`config.mk`:
```
export PLATFORM = sky130hd
export DESIGN_NAME = csa_codec_port
export DESIGN_NICKNAME = d
export VERILOG_FILES = /design/src/shared/csa_pkg.sv /design/src/verilog/csa_pin_sync.sv /design/src/verilog/csa_codec_port.sv
export VERILOG_INCLUDE_DIRS = /design/src /design/src/shared
export SDC_FILE = /design/constraint.sdc
export NUM_CORES = 1
export LEC_CHECK = 0
export BUFFER_PORTS_ARGS = -buffer_cell sky130_fd_sc_hd__clkbuf_2
export CAP_MARGIN = 5
export CORE_MARGIN = 2
export CORE_UTILIZATION = 53
export DETAILED_ROUTE_END_ITERATION = 8
export PLACE_DENSITY = 0.75
export SLEW_MARGIN = 0
export SYNTH_ARGS = -nofsm -noshare
export SYNTH_HDL_FRONTEND = slang
export SYNTH_SLANG_ARGS = --single-unit
```
`constraint.sdc`:
```
create_clock -name core_clk -period 6.5 [get_ports core_clk]
set_input_delay 0.65 -clock core_clk [delete_from_list [all_inputs] [get_ports core_clk]]
set_output_delay 0.65 -clock core_clk [all_outputs]
set_load 0.1 [all_outputs]
```
`src/shared/csa_cfg.svh`:
```
`ifndef CSA_CFG_SVH
`define CSA_CFG_SVH

// i2c target and register map
`define CSA_I2C_ADDR        7'h3B
`define CSA_REG_BASE        16'h4000
`define CSA_IDX_CLK         2'h0
`define CSA_IDX_PORT        2'h1
`define CSA_IDX_WLEN        2'h2
`define CSA_IDX_BDIV        2'h3
// field positions
`define CSA_CLK_EN_BIT      0
`define CSA_PORT_MASTER_BIT 0
`define CSA_PORT_FMT_BIT    1
// reset values: converters off, clock slave, I2S, 24-bit words
`define CSA_CLK_RST         8'h00
`define CSA_PORT_RST        8'h00
`define CSA_WLEN_RST        8'h18
`define CSA_BDIV_RST        8'h10
// word length limits and slot size
`define CSA_WLEN_MIN        5'h10
`define CSA_WLEN_MAX        5'h18
`define CSA_SLOT_LAST       5'h1F
// timing
`define CSA_CLK_PERIOD_NS   10
`define CSA_MCLK_TIMEOUT_NS 1000
`define CSA_MCLK_TIMEOUT_CYC (`CSA_MCLK_TIMEOUT_NS / `CSA_CLK_PERIOD_NS)

`endif

```
`src/shared/csa_pkg.sv`:
```
package csa_pkg;

  // i2c target phases
  typedef enum logic [4:0] {
    CSA_ST_IDLE = 5'h01,
    CSA_ST_RECV = 5'h02,
    CSA_ST_ACK  = 5'h04,
    CSA_ST_SEND = 5'h08,
    CSA_ST_MACK = 5'h10
  } csa_i2c_state_e;

  // serial framing choice
  typedef enum logic [0:0] {
    CSA_FMT_I2S = 1'h0,
    CSA_FMT_LJ  = 1'h1
  } csa_fmt_e;

endpackage

```
`src/verilog/csa_pin_sync.sv`:
```
`timescale 1ns/1ns
`default_nettype none

module csa_pin_sync #(
  parameter int W = 1
) (
  // clock and reset
  input  wire logic         core_clk,
  input  wire logic         reset,
  // pins in, filtered levels out
  input  wire logic [W-1:0] din,
  output logic      [W-1:0] dout
);

  logic [W-1:0] s1;
  logic [W-1:0] s2;
  logic [W-1:0] s3;
  logic [W-1:0] next_dout;

  // a bit only moves once stages two and three agree, masking a late settle
  always_comb begin
    next_dout = (s3 & ~(s2 ^ s3)) | (dout & (s2 ^ s3));
  end

  always_ff @(posedge core_clk or posedge reset) begin
    if (reset) begin
      s1   <= '0;
      s2   <= '0;
      s3   <= '0;
      dout <= '0;
    end else begin
      s1   <= din;
      s2   <= s1;
      s3   <= s2;
      dout <= next_dout;
    end
  end

endmodule

`default_nettype wire

```
`src/verilog/csa_codec_port.sv`:
```
`timescale 1ns/1ns
`default_nettype none
`include "csa_cfg.svh"

module csa_codec_port (
  // clock and reset
  input  wire logic        core_clk,
  input  wire logic        reset,
  // master clock from the far logic
  input  wire logic        mclk,
  // serial audio port
  input  wire logic        bclk_in,
  output logic             bclk_out,
  output logic             bclk_oe,
  input  wire logic        lrclk_in,
  output logic             lrclk_out,
  output logic             lrclk_oe,
  input  wire logic        playback_serial_data,
  output logic             record_serial_data,
  // i2c configuration port, open drain
  input  wire logic        scl,
  input  wire logic        sda_in,
  output logic             sda_out,
  output logic             sda_oe,
  // converter side
  input  wire logic [23:0] rec_left,
  input  wire logic [23:0] rec_right,
  output logic             rec_take,
  output logic [23:0]      play_sample,
  output logic             play_right,
  output logic             play_valid
);

  logic [5:0] pin_s;
  logic       mclk_s, bclk_s, lr_s, play_s, scl_s, sda_s;

  csa_pin_sync #(.W(6)) u_sync (
    .core_clk (core_clk),
    .reset    (reset),
    .din      ({mclk, bclk_in, lrclk_in, playback_serial_data, scl, sda_in}),
    .dout     (pin_s)
  );
  assign {mclk_s, bclk_s, lr_s, play_s, scl_s, sda_s} = pin_s;

  // ---- edge history and master clock watchdog
  logic [5:0] pin_p, next_pin_p;
  logic [7:0] mclk_cnt, next_mclk_cnt;
  logic       mclk_active, next_mclk_active;

  // a stalled master clock sends the i2c target to idle and stops the audio port; registers keep their values
  always_comb begin
    next_pin_p       = pin_s;
    next_mclk_cnt    = mclk_cnt;
    next_mclk_active = mclk_active;
    if (mclk_s != pin_p[5]) begin
      next_mclk_cnt    = 8'h00;
      next_mclk_active = 1'b1;
    end else if (mclk_cnt == 8'(`CSA_MCLK_TIMEOUT_CYC - 1)) begin
      next_mclk_active = 1'b0;
    end else begin
      next_mclk_cnt = mclk_cnt + 8'h01;
    end
  end

  always_ff @(posedge core_clk or posedge reset) begin
    if (reset) begin
      pin_p       <= 6'h00;
      mclk_cnt    <= 8'h00;
      mclk_active <= 1'b0;
    end else begin
      pin_p       <= next_pin_p;
      mclk_cnt    <= next_mclk_cnt;
      mclk_active <= next_mclk_active;
    end
  end

  logic scl_rise, scl_fall, i2c_start, i2c_stop;
  assign scl_rise  = scl_s & ~pin_p[1];
  assign scl_fall  = ~scl_s & pin_p[1];
  assign i2c_start = scl_s & pin_p[1] & pin_p[0] & ~sda_s;
  assign i2c_stop  = scl_s & pin_p[1] & ~pin_p[0] & sda_s;

  // ---- i2c target and register file
  csa_pkg::csa_i2c_state_e st, next_st;
  logic [3:0]  bitc, next_bitc;
  logic [1:0]  bidx, next_bidx;
  logic        rw, next_rw;
  logic [7:0]  sh, next_sh;
  logic [15:0] raddr, next_raddr;
  logic        sda_drv, next_sda_drv;
  logic [7:0]  regs [4];
  logic [7:0]  next_regs [4];
  logic        reg_hit;
  logic [7:0]  rd_byte;

  // only this small window of the map exists; other reads return zero
  assign reg_hit = raddr[15:2] == 14'(`CSA_REG_BASE >> 2);
  assign rd_byte = reg_hit ? regs[raddr[1:0]] : 8'h00;

  always_comb begin
    next_st      = st;
    next_bitc    = bitc;
    next_bidx    = bidx;
    next_rw      = rw;
    next_sh      = sh;
    next_raddr   = raddr;
    next_sda_drv = sda_drv;
    next_regs    = regs;
    if (!mclk_active) begin
      next_st      = csa_pkg::CSA_ST_IDLE;
      next_sda_drv = 1'b0;
    end else if (i2c_start) begin
      next_st      = csa_pkg::CSA_ST_RECV;
      next_bitc    = 4'h0;
      next_bidx    = 2'h0;
      next_sda_drv = 1'b0;
    end else if (i2c_stop) begin
      next_st      = csa_pkg::CSA_ST_IDLE;
      next_sda_drv = 1'b0;
    end else begin
      case (st)
        csa_pkg::CSA_ST_RECV: begin
          if (scl_rise && bitc != 4'h8) begin
            next_sh   = {sh[6:0], sda_s};
            next_bitc = bitc + 4'h1;
          end else if (scl_fall && bitc == 4'h8) begin
            next_bitc    = 4'h0;
            next_bidx    = (bidx == 2'h3) ? bidx : bidx + 2'h1;
            next_st      = csa_pkg::CSA_ST_ACK;
            next_sda_drv = 1'b1;
            if (bidx == 2'h0) begin
              next_rw = sh[0];
              if (sh[7:1] != `CSA_I2C_ADDR) begin
                next_st      = csa_pkg::CSA_ST_IDLE;
                next_sda_drv = 1'b0;
              end
            end else if (bidx == 2'h1) begin
              next_raddr[15:8] = sh;
            end else if (bidx == 2'h2) begin
              next_raddr[7:0] = sh;
            end else begin
              if (reg_hit) begin
                next_regs[raddr[1:0]] = sh;
              end
              next_raddr = raddr + 16'h0001;
            end
          end
        end
        csa_pkg::CSA_ST_ACK: begin
          if (scl_fall) begin
            next_sda_drv = 1'b0;
            next_st      = csa_pkg::CSA_ST_RECV;
            if (rw && bidx == 2'h1) begin
              next_st      = csa_pkg::CSA_ST_SEND;
              next_sda_drv = ~rd_byte[7];
              next_sh      = {rd_byte[6:0], 1'b0};
              next_bitc    = 4'h1;
              next_raddr   = raddr + 16'h0001;
            end
          end
        end
        csa_pkg::CSA_ST_SEND: begin
          if (scl_fall) begin
            if (bitc == 4'h8) begin
              next_sda_drv = 1'b0;
              next_st      = csa_pkg::CSA_ST_MACK;
            end else begin
              next_sda_drv = ~sh[7];
              next_sh      = {sh[6:0], 1'b0};
              next_bitc    = bitc + 4'h1;
            end
          end
        end
        csa_pkg::CSA_ST_MACK: begin
          // a not-acknowledge ends the read; an ack reloads on the fall
          if (scl_rise && sda_s) begin
            next_st = csa_pkg::CSA_ST_IDLE;
          end else if (scl_fall) begin
            next_st      = csa_pkg::CSA_ST_SEND;
            next_sda_drv = ~rd_byte[7];
            next_sh      = {rd_byte[6:0], 1'b0};
            next_bitc    = 4'h1;
            next_raddr   = raddr + 16'h0001;
          end
        end
        default: begin
          next_st = csa_pkg::CSA_ST_IDLE;
        end
      endcase
    end
  end

  always_ff @(posedge core_clk or posedge reset) begin
    if (reset) begin
      st                  <= csa_pkg::CSA_ST_IDLE;
      bitc                <= 4'h0;
      bidx                <= 2'h0;
      rw                  <= 1'b0;
      sh                  <= 8'h00;
      raddr               <= 16'h0000;
      sda_drv             <= 1'b0;
      regs[`CSA_IDX_CLK]  <= `CSA_CLK_RST;
      regs[`CSA_IDX_PORT] <= `CSA_PORT_RST;
      regs[`CSA_IDX_WLEN] <= `CSA_WLEN_RST;
      regs[`CSA_IDX_BDIV] <= `CSA_BDIV_RST;
    end else begin
      st      <= next_st;
      bitc    <= next_bitc;
      bidx    <= next_bidx;
      rw      <= next_rw;
      sh      <= next_sh;
      raddr   <= next_raddr;
      sda_drv <= next_sda_drv;
      regs    <= next_regs;
    end
  end

  assign sda_out = 1'b0;
  assign sda_oe  = sda_drv;

  // ---- configuration decode
  logic       run, master, fmt_i2s;
  logic [4:0] wlen;
  assign run     = regs[`CSA_IDX_CLK][`CSA_CLK_EN_BIT] & mclk_active;
  assign master  = regs[`CSA_IDX_PORT][`CSA_PORT_MASTER_BIT];
  assign fmt_i2s = regs[`CSA_IDX_PORT][`CSA_PORT_FMT_BIT] == csa_pkg::CSA_FMT_I2S;
  // out-of-range lengths clamp to 16..24 bits
  assign wlen = (regs[`CSA_IDX_WLEN] >= 8'h18) ? `CSA_WLEN_MAX :
                (regs[`CSA_IDX_WLEN] < 8'h10) ? `CSA_WLEN_MIN : regs[`CSA_IDX_WLEN][4:0];

  // ---- bit and frame clock generator for master mode
  logic [7:0] bdiv_cnt, next_bdiv_cnt;
  logic       bclk_gen, next_bclk_gen;
  logic [4:0] slot, next_slot;
  logic       lr_gen, next_lr_gen;
  logic       tick;
  assign tick = run & master & (bdiv_cnt == 8'h00);

  // frame clock turns on the bit clock fall, every 32 bits
  always_comb begin
    next_bdiv_cnt = tick ? regs[`CSA_IDX_BDIV] : bdiv_cnt - 8'h01;
    next_bclk_gen = tick ? ~bclk_gen : bclk_gen;
    next_slot     = slot;
    next_lr_gen   = lr_gen;
    if (!(run && master)) begin
      next_bdiv_cnt = 8'h00;
      next_bclk_gen = 1'b0;
    end else if (tick && bclk_gen) begin
      next_slot = slot + 5'h01;
      if (slot == `CSA_SLOT_LAST) begin
        next_lr_gen = ~lr_gen;
      end
    end
  end

  always_ff @(posedge core_clk or posedge reset) begin
    if (reset) begin
      bdiv_cnt <= 8'h00;
      bclk_gen <= 1'b0;
      slot     <= 5'h00;
      lr_gen   <= 1'b0;
    end else begin
      bdiv_cnt <= next_bdiv_cnt;
      bclk_gen <= next_bclk_gen;
      slot     <= next_slot;
      lr_gen   <= next_lr_gen;
    end
  end

  assign bclk_out  = bclk_gen;
  assign lrclk_out = lr_gen;
  assign bclk_oe   = run & master;
  assign lrclk_oe  = run & master;

  // ---- serial data engine
  logic rise_ev, fall_ev, lr_r, lr_f;
  assign rise_ev = master ? (tick & ~bclk_gen) : (run & bclk_s & ~pin_p[4]);
  assign fall_ev = master ? (tick & bclk_gen) : (run & ~bclk_s & pin_p[4]);
  assign lr_r    = master ? lr_gen : lr_s;
  assign lr_f    = master ? next_lr_gen : lr_s;

  logic        lr_rlast, next_lr_rlast, lr_flast, next_lr_flast;
  logic [5:0]  pos, next_pos, pos_new, dly, wend;
  logic [23:0] rx, next_rx, tx, next_tx, tx_load;
  logic        next_rec_sd, next_rec_take, next_play_right, next_play_valid;
  logic [23:0] next_play_sample;
  assign dly     = {5'h00, fmt_i2s};
  assign wend    = dly + {1'b0, wlen};
  assign tx_load = (lr_f ? rec_right : rec_left) & ~(24'hFFFFFF >> wlen);

  always_comb begin
    next_lr_rlast    = lr_rlast;
    next_lr_flast    = lr_flast;
    next_pos         = pos;
    next_rx          = rx;
    next_tx          = tx;
    next_rec_sd      = record_serial_data;
    next_play_sample = play_sample;
    next_play_right  = play_right;
    next_play_valid  = 1'b0;
    next_rec_take    = 1'b0;
    pos_new          = (lr_r != lr_rlast) ? 6'h00 : ((pos == 6'h3F) ? pos : pos + 6'h01);
    if (!run) begin
      next_rec_sd = 1'b0;
      next_pos    = 6'h00;
    end else begin
      // playback bits sampled on the rise, msb first
      if (rise_ev) begin
        next_lr_rlast = lr_r;
        next_pos      = pos_new;
        if (pos_new >= dly && pos_new < wend) begin
          next_rx = {rx[22:0], play_s};
        end
        if (pos_new == wend - 6'h01) begin
          next_play_sample = {rx[22:0], play_s} << 5'(`CSA_WLEN_MAX - wlen);
          next_play_right  = lr_r; // high means right channel
          next_play_valid  = 1'b1;
        end
      end
      // record bits launched on the fall so they settle before the rise
      if (fall_ev) begin
        next_lr_flast = lr_f;
        if (lr_f != lr_flast) begin
          next_rec_take = 1'b1;
          if (fmt_i2s) begin
            next_rec_sd = 1'b0;
            next_tx     = tx_load;
          end else begin
            next_rec_sd = tx_load[23];
            next_tx     = {tx_load[22:0], 1'b0};
          end
        end else begin
          next_rec_sd = tx[23];
          next_tx     = {tx[22:0], 1'b0};
        end
      end
    end
  end

  always_ff @(posedge core_clk or posedge reset) begin
    if (reset) begin
      lr_rlast           <= 1'b0;
      lr_flast           <= 1'b0;
      pos                <= 6'h00;
      rx                 <= 24'h000000;
      tx                 <= 24'h000000;
      record_serial_data <= 1'b0;
      rec_take           <= 1'b0;
      play_sample        <= 24'h000000;
      play_right         <= 1'b0;
      play_valid         <= 1'b0;
    end else begin
      lr_rlast           <= next_lr_rlast;
      lr_flast           <= next_lr_flast;
      pos                <= next_pos;
      rx                 <= next_rx;
      tx                 <= next_tx;
      record_serial_data <= next_rec_sd;
      rec_take           <= next_rec_take;
      play_sample        <= next_play_sample;
      play_right         <= next_play_right;
      play_valid         <= next_play_valid;
    end
  end
endmodule

`default_nettype wire

```
==> After elaboration in Yosys (flattened, before gate mapping) <==
Index checks and enable logic that the tools add are counted.
Widths: inputs -> output; s select.
{ "classes": {"addsub": 10, "order_cmp": 6, "eq_ne": 53, "shift": 2, "muxes": 106, "bitwise": 41, "reduce_logical": 30} }
{ "ops": {"columns": ["op", "n"], "rows": [
  ["$mux 8", 19],
  ["$mux 16", 7],
  ["$mux 24", 3],
  ["$mux 5", 12],
  ["$pmux 16 s3", 1],
  ["$mux 4", 11],
  ["$ne 5x5->1 const B", 7],
  ["$mux 1", 34],
  ["$bwmux 32", 1],
  ["$ne 2x2->1 const B", 16],
  ["$pmux 8 s4", 1],
  ["$and 24x24->24", 1],
  ["$mux 6", 4],
  ["$not 24->24", 1],
  ["$reduce_and 12->1", 2],
  ["$shl 24x5->24", 1],
  ["$shr 24x5->24 const A", 1],
  ["$ne 3x3->1 const B", 7],
  ["$pmux 5 s4", 1],
  ["$reduce_and 10->1", 2],
  ["$not 1->1", 17],
  ["$add 16x1->16 const B", 1],
  ["$and 1x1->1", 16],
  ["$bmux 8 s2", 1],
  ["other kinds (54)", 81]
]} }
{ "word_totals": {"register_bits": 206, "word_cells": 281} }

==> Depth between registers and ports, before layout <==
{ "depth": {"ltp_word": 13, "ltp_mapped": 16, "depth_no_buf": 13} }

==> Hierarchy <==
A second synthesis with hierarchy kept.
{ "hier_totals": {"hier_cells": 1171, "hier_area_um2": 11881.4} }
{ "modules_own_cells": {"columns": ["mod", "n_inst", "cells_per_inst", "area_each_um2"], "rows": [
  ["csa_codec_port", 1, 1140, 11209.5],
  ["csa_pin_sync", 1, 31, 671.9]
]} }

==> Least setup slack after synthesis <==
OpenSTA, ideal clock, no wires.
{ "synth_timing": {"kind": "flip-flop to flip-flop", "from": "reg regs[15] (netlist bit)", "to": "reg rx[0]", "setup_ns": 0.125, "arrival_ns": 4.204, "required_time_ns": 6.375, "path_slack_ns": 2.171, "stages_incl_launch_ff": 17, "n_path_buf": 3, "period_less_slack_ns": 4.329, "cell_sequence": "dfrtp_1 or4_1 clkbuf_1 nor2_1 buf_2 ha_1 ha_1 inv_1 ha_1 nor2b_1 o21a_1 o21a_1 o21ai_0 nand2b_1 a2111oi_2 clkbuf_1 mux2_2"} }
{ "synth_between": {"elab_chain_cells": 7} }
{ "synth_rtl": {"columns": ["element", "line_no", "text"], "rows": [
  ["start, declared", "csa_codec_port.sv:91", "logic [7:0] regs [4];"],
  ["start signal, assigned by index", "csa_codec_port.sv:202", "regs[`CSA_IDX_CLK] <= `CSA_CLK_RST;"],
  ["start signal, assigned by index", "csa_codec_port.sv:203", "regs[`CSA_IDX_PORT] <= `CSA_PORT_RST;"],
  ["start signal, assigned by index", "csa_codec_port.sv:204", "regs[`CSA_IDX_WLEN] <= `CSA_WLEN_RST;"],
  ["$lt 8x5->1", "csa_codec_port.sv:229", "(regs[`CSA_IDX_WLEN] < 8'h10) ? `CSA_WLEN_MIN : regs[`CSA_IDX_WLEN][4:0];"],
  ["$mux 5", "csa_codec_port.sv:229", null],
  ["$mux 5 *", "csa_codec_port.sv:228", "assign wlen = (regs[`CSA_IDX_WLEN] >= 8'h18) ? `CSA_WLEN_MAX :"],
  ["$add 1x5->6 *", "csa_codec_port.sv:288", "assign wend = dly + {1'b0, wlen};"],
  ["$lt 6x6->1 *", "csa_codec_port.sv:311", "if (pos_new >= dly && pos_new < wend) begin"],
  ["$logic_and 1x1->1 *", "csa_codec_port.sv:311", null],
  ["$reduce_and 3->1 (no source line) *", null, null],
  ["end signal, assigned", "csa_codec_port.sv:356", "rx <= next_rx;"],
  ["end, declared", "csa_codec_port.sv:284", "logic [23:0] rx, next_rx, tx, next_tx, tx_load;"]
]} }
Every way passes the cells marked *; elsewhere a longest branch is shown, timed or not.
A chain may end at the register's enable or synchronous reset.

==> Final worst setup path <==
{ "layout_timing": {"from": "reg regs[15] (netlist bit)", "to": "reg play_sample[21]"} }
{ "layout_between": {"elab_chain_cells": 7} }
{ "layout_rtl": {"columns": ["element", "line_no", "text"], "rows": [
  ["$lt 8x5->1", "csa_codec_port.sv:229", null],
  ["$mux 5", "csa_codec_port.sv:229", null],
  ["$mux 5 *", "csa_codec_port.sv:228", null],
  ["$add 1x5->6", "csa_codec_port.sv:288", null],
  ["$sub 6x1->6", "csa_codec_port.sv:314", "if (pos_new == wend - 6'h01) begin"],
  ["$eq 6x6->1", "csa_codec_port.sv:314", null],
  ["$reduce_and 3->1 (no source line)", null, null],
  ["end signal, assigned", "csa_codec_port.sv:360", "play_sample <= next_play_sample;"],
  ["end, declared", "csa_codec_port.sv:29", "output logic [23:0] play_sample,"]
]} }
Marked as above.

==> run_summary.xml <==
<?xml version="1.0" encoding="UTF-8"?>
<metrics>
  <group name="critical_path">
    <metric name="critPathArrivalTime" unit="ps">4850</metric>
    <metric name="cp_top_family" unit="">buffers and inverters</metric>
    <metric name="critical_path_buf_inv_count" unit="">4</metric>
    <metric name="critical-path-max-stage-delay" unit="ps">710</metric>
    <metric name="crit_required" unit="ps">6890</metric>
    <metric name="cpMaxStageDelayCell" unit="">sky130_fd_sc_hd__or4_1</metric>
    <metric name="critical_path.startpoint_type" unit="">flop</metric>
    <metric name="crit_fanout" unit="">29</metric>
    <metric name="cp_cell_sequence" unit="">or4_1, nor2_2, buf_4, inv_2, ha_1, inv_1, ha_1, inv_1, mux2i_1, nor2_1, o22a_1, mux2_2</metric>
    <metric name="crit_path_end_kind" unit="">flop</metric>
    <metric name="path_class" unit="">reg -&gt; reg</metric>
  </group>
  <group name="floorplanning">
    <metric name="die_width" unit="µm">152</metric>
    <metric name="fp-row-count" unit="">54</metric>
    <metric name="ioPinCount" unit="">90</metric>
    <metric name="die_h" unit="µm">152</metric>
    <metric name="total_die_area" unit="mm²">0.0230</metric>
    <metric name="initial_utilization" unit="%">53.5</metric>
    <metric name="design.core.area" unit="mm²">0.0216</metric>
  </group>
  <group name="power">
    <metric name="static-leakage-power" unit="µW">0.00583</metric>
    <metric name="p_total" unit="µW">2660</metric>
    <metric name="power_per_cell_area" unit="mW/mm²">206</metric>
    <metric name="power.ir.vdd_worst" unit="µV">172</metric>
  </group>
  <group name="cts">
    <metric name="clock_sinks" unit="">204</metric>
    <metric name="postCtsResizedCells" unit="">0</metric>
    <metric name="clockBufferDepth" unit="">3</metric>
    <metric name="cts_htree_levels" unit="">1</metric>
    <metric name="cts_tree" unit="">yes</metric>
    <metric name="cts_setup_buffers" unit="">0</metric>
    <metric name="cts_root_buffer" unit="">sky130_fd_sc_hd__clkbuf_16</metric>
    <metric name="worstSkewPairLatency" unit="ps">500</metric>
    <metric name="clock_edge_transition_at_the_registers_on_the_reported_setup_and_hold_paths" unit="ps">60</metric>
    <metric name="holdBufCountCts" unit="">0</metric>
    <metric name="numCtsBuffers" unit="">23</metric>
  </group>
  <group name="place">
    <metric name="dpl-instance-area" unit="mm²">0.0122</metric>
    <metric name="placement.io_buffers" unit="">88</metric>
    <metric name="place_hpwl" unit="µm">18100</metric>
    <metric name="gp_congestion" unit="">0.909</metric>
  </group>
  <group name="finish">
    <metric name="fin_nets" unit="">1301</metric>
    <metric name="drive_above_1_share" unit="%">19.6</metric>
    <metric name="layout-area-overhead-vs-synth" unit="%">11.1</metric>
    <metric name="nFillCells" unit="">1843</metric>
    <metric name="finish.utilization" unit="%">59.5</metric>
    <metric name="antenna_cells" unit="">0</metric>
    <metric name="layout.cell_area.non_filler" unit="mm²">0.0129</metric>
  </group>
  <group name="sta">
    <metric name="finalCriticalPeriod" unit="ps">4470</metric>
    <metric name="pins_over_slew_limit" unit="">0</metric>
    <metric name="setup_viol" unit="">0</metric>
    <metric name="skew" unit="ps">9.79</metric>
    <metric name="layout_worst_path_cycle_share" unit="%">68.7</metric>
    <metric name="max-slew-margin-rel" unit="%">11.4</metric>
    <metric name="worst_max_slew_pin_slew" unit="ps">1330</metric>
    <metric name="fin_worst_hold_slack" unit="ps">257</metric>
    <metric name="setup_repair_after_global_routing_missed_its_margin" unit="">false</metric>
    <metric name="summed_negative_setup_slack_over_all_endpoints" unit="ps">0</metric>
    <metric name="timing.final.hold_violations" unit="">0</metric>
    <metric name="fmax" unit="GHz">0.224</metric>
  </group>
  <group name="routing">
    <metric name="routed-via-count" unit="">9164</metric>
    <metric name="total_wirelength" unit="µm">26300</metric>
    <metric name="number_of_iterations_in_the_first_detailed_routing_pass" unit="">5</metric>
    <metric name="routedWlPerCell" unit="µm">17.4</metric>
    <metric name="detail_route.drc_violations" unit="">0</metric>
    <metric name="vias_per_cell" unit="">6.06</metric>
    <metric name="drt.antenna.violating_nets" unit="">0</metric>
    <metric name="detailedRoute.firstIterationViolations" unit="">719</metric>
  </group>
  <group name="run_status">
    <metric name="status" unit="">completed</metric>
  </group>
  <group name="yosys">
    <metric name="netlist.top_cell.by_area" unit="">sky130_fd_sc_hd__dfrtp_1</metric>
    <metric name="number_of_enable_flip_flop_cells_after_synthesis" unit="">0</metric>
    <metric name="synth_area_per_cell" unit="µm²">9.92</metric>
    <metric name="asyncSetResetFlopFracSynth" unit="%">100</metric>
    <metric name="netlist_top_cells_area" unit="">sky130_fd_sc_hd__dfrtp_1 43%, sky130_fd_sc_hd__mux2_2 6.8%, sky130_fd_sc_hd__mux4_2 5.4%, sky130_fd_sc_hd__nand2_1 4.5%, sky130_fd_sc_hd__a21oi_1 4.4%</metric>
    <metric name="post_synth_num_cell_types" unit="">71</metric>
    <metric name="synthesis.instances" unit="">1167</metric>
    <metric name="synthesis.area" unit="mm²">0.0116</metric>
    <metric name="synth_sequential_area_ratio" unit="%">44.1</metric>
    <metric name="ys.warnings.count" unit="">0</metric>
    <metric name="yosys_reg_bits" unit="">204</metric>
    <metric name="postSynth.topFlopCell" unit="">sky130_fd_sc_hd__dfrtp_1</metric>
    <metric name="synth_largest_type_area_fraction" unit="%">43.2</metric>
  </group>
  <group name="grt">
    <metric name="global_route.usage.total" unit="%">23.5</metric>
    <metric name="grt_overflow" unit="">0</metric>
    <metric name="grt_antenna_before_repair" unit="">0</metric>
    <metric name="grt_first_pass_wirelength" unit="µm">43900</metric>
    <metric name="largest_net_degree_at_the_start_of_global_routing" unit="">147</metric>
    <metric name="grt_pass1_vias" unit="">8722</metric>
  </group>
  <group name="hold_path">
    <metric name="min_path_type" unit="">in -&gt; reg</metric>
  </group>
  <group name="flow_run">
    <metric name="maxCapViolations" unit="">0</metric>
  </group>
</metrics>
## final cells by class
| class | count | area, µm² | area share [%] |
|---|---|---|---|
| timing repair buffer | 98 | 515 | 4.01 |
| clock inverter | 6 | 35.0 | 0.272 |
| tap | 280 | 350 | 2.72 |
| multi-input combinational | 861 | 6080 | 47.3 |
| inverter | 28 | 113 | 0.876 |
| sequential | 204 | 5110 | 39.7 |
| clock buffer | 35 | 661 | 5.14 |
## layer usage
layer  vias to the layer above  wire [µm]  global-route usage [%]
met5                         -          0                       0
met4                         0        642                    6.71
met3                        50       1500                    3.32
met2                       317      12500                    38.1
met1                      4449      11600                    33.1
li1                       4348          -                       -
## registers in the layout, summed over array words and instances (netlist names), 8 cells and up, named ones only
name         count
bdiv_cnt         8
tx              24
mclk_cnt         8
regs            31
sh               8
rx              23
raddr           16
play_sample     24
## cell usage in the layout, fill, tap and decap left out, drive strengths merged, types with 7 or more instances in the layout
cell type / netlist / layout
dfrtp: 200 / 200
nand2: 139 / 139
clkbuf: 55 / 123
a21oi: 101 / 101
nor2: 94 / 94
mux2: 86 / 86
o21ai: 51 / 51
nand3: 41 / 41
mux2i: 38 / 38
o22ai: 36 / 36
ha: 29 / 29
mux4: 28 / 28
inv: 28 / 28
a31oi: 14 / 14
and3: 13 / 13
xor2: 12 / 12
nor3: 12 / 12
xnor2: 11 / 11
nor3b: 10 / 10
or3: 10 / 10
buf: 20 / 10
a211oi: 9 / 9
nand2b: 8 / 8
nor4: 7 / 7
nor2b: 7 / 7
nand4: 7 / 7
o21a: 7 / 7
and2: 7 / 7
## Yosys cell counts, types with 4 or more instances
library cell and count:
sky130_fd_sc_hd__o21a_1 7, sky130_fd_sc_hd__xnor2_1 11, sky130_fd_sc_hd__buf_1 8, sky130_fd_sc_hd__mux2_1 16, sky130_fd_sc_hd__and3_1 13, sky130_fd_sc_hd__nand2b_1 8
sky130_fd_sc_hd__a31oi_1 14, sky130_fd_sc_hd__nor4_1 7, sky130_fd_sc_hd__dfstp_2 4, sky130_fd_sc_hd__mux2_2 70, sky130_fd_sc_hd__o31ai_1 4, sky130_fd_sc_hd__nand3b_1 4
sky130_fd_sc_hd__o211ai_1 6, sky130_fd_sc_hd__a32oi_1 5, sky130_fd_sc_hd__or4_1 5, sky130_fd_sc_hd__inv_1 27, sky130_fd_sc_hd__nor2_1 94, sky130_fd_sc_hd__nor3_1 12
sky130_fd_sc_hd__and2_1 6, sky130_fd_sc_hd__mux4_2 28, sky130_fd_sc_hd__dfrtp_1 200, sky130_fd_sc_hd__maj3_1 6, sky130_fd_sc_hd__nor3b_1 10, sky130_fd_sc_hd__clkbuf_1 55
sky130_fd_sc_hd__a22oi_1 5, sky130_fd_sc_hd__nor2b_1 7, sky130_fd_sc_hd__a211oi_1 9, sky130_fd_sc_hd__ha_1 29, sky130_fd_sc_hd__mux2i_1 38, sky130_fd_sc_hd__or3_1 10
sky130_fd_sc_hd__o21ai_0 48, sky130_fd_sc_hd__a21oi_1 101, sky130_fd_sc_hd__nand2_1 139, sky130_fd_sc_hd__buf_4 4, sky130_fd_sc_hd__nand3_1 41, sky130_fd_sc_hd__xor2_1 12
sky130_fd_sc_hd__o22ai_1 36, sky130_fd_sc_hd__buf_2 6, sky130_fd_sc_hd__nand4_1 7, sky130_fd_sc_hd__o221ai_1 4
## final timing paths
| check | startpoint | end | slack (ps) | cells after the start |
|---|---|---|---|---|
| min | scl | u_sync.s1[1] | 260 | 1 |
| min in group asynchronous | reset | u_sync.s1[5] | 410 | 2 |
| max reg2reg | regs[15] | play_sample[21] | 2030 | 12 |
| max | regs[15] | play_sample[21] | 2030 | 12 |
| min reg2reg | u_sync.s1[2] | u_sync.s2[2] | 350 | 0 |
| max in group asynchronous | reset | regs[13] | 4770 | 3 |
## cell families (layout without fill, tap and decap cells)
logic type / Yosys count / count (layout) / share of synthesized area (%)
AND/OR/NAND/NOR: 379 / 379 / 15.4
AO/OA/AOI/OAI: 269 / 269 / 14.2
flip-flops: 204 / 204 / 44.1
multiplexers: 152 / 152 / 17.1
buffers and inverters: 103 / 167 / 3.66
adder cells (fa/ha/maj): 35 / 35 / 3.65
XOR/XNOR: 23 / 23 / 1.74
other: 2 / 3 / 0.0649
## power by group
part / internal (µW) / total [µW] / leakage (µW) / switching, µW
clock network: 698 / 1190 / 0.000338 / 493
registers: 1290 / 1310 / 0.00264 / 21.8
logic: 56.2 / 150 / 0.00285 / 93.6
total: 2050 / 2660 / 0.00583 / 609
## stage by stage
stage | setup slack, ps | cells
after floorplan | 289 | 1168
after global placement | 2240 | 1471
after detailed placement | 2120 | 1471
after CTS | 2100 | 1512
after global routing | 1650 | 1512
final | 2030 | 1512
Power figures use the tool's default switching activity.
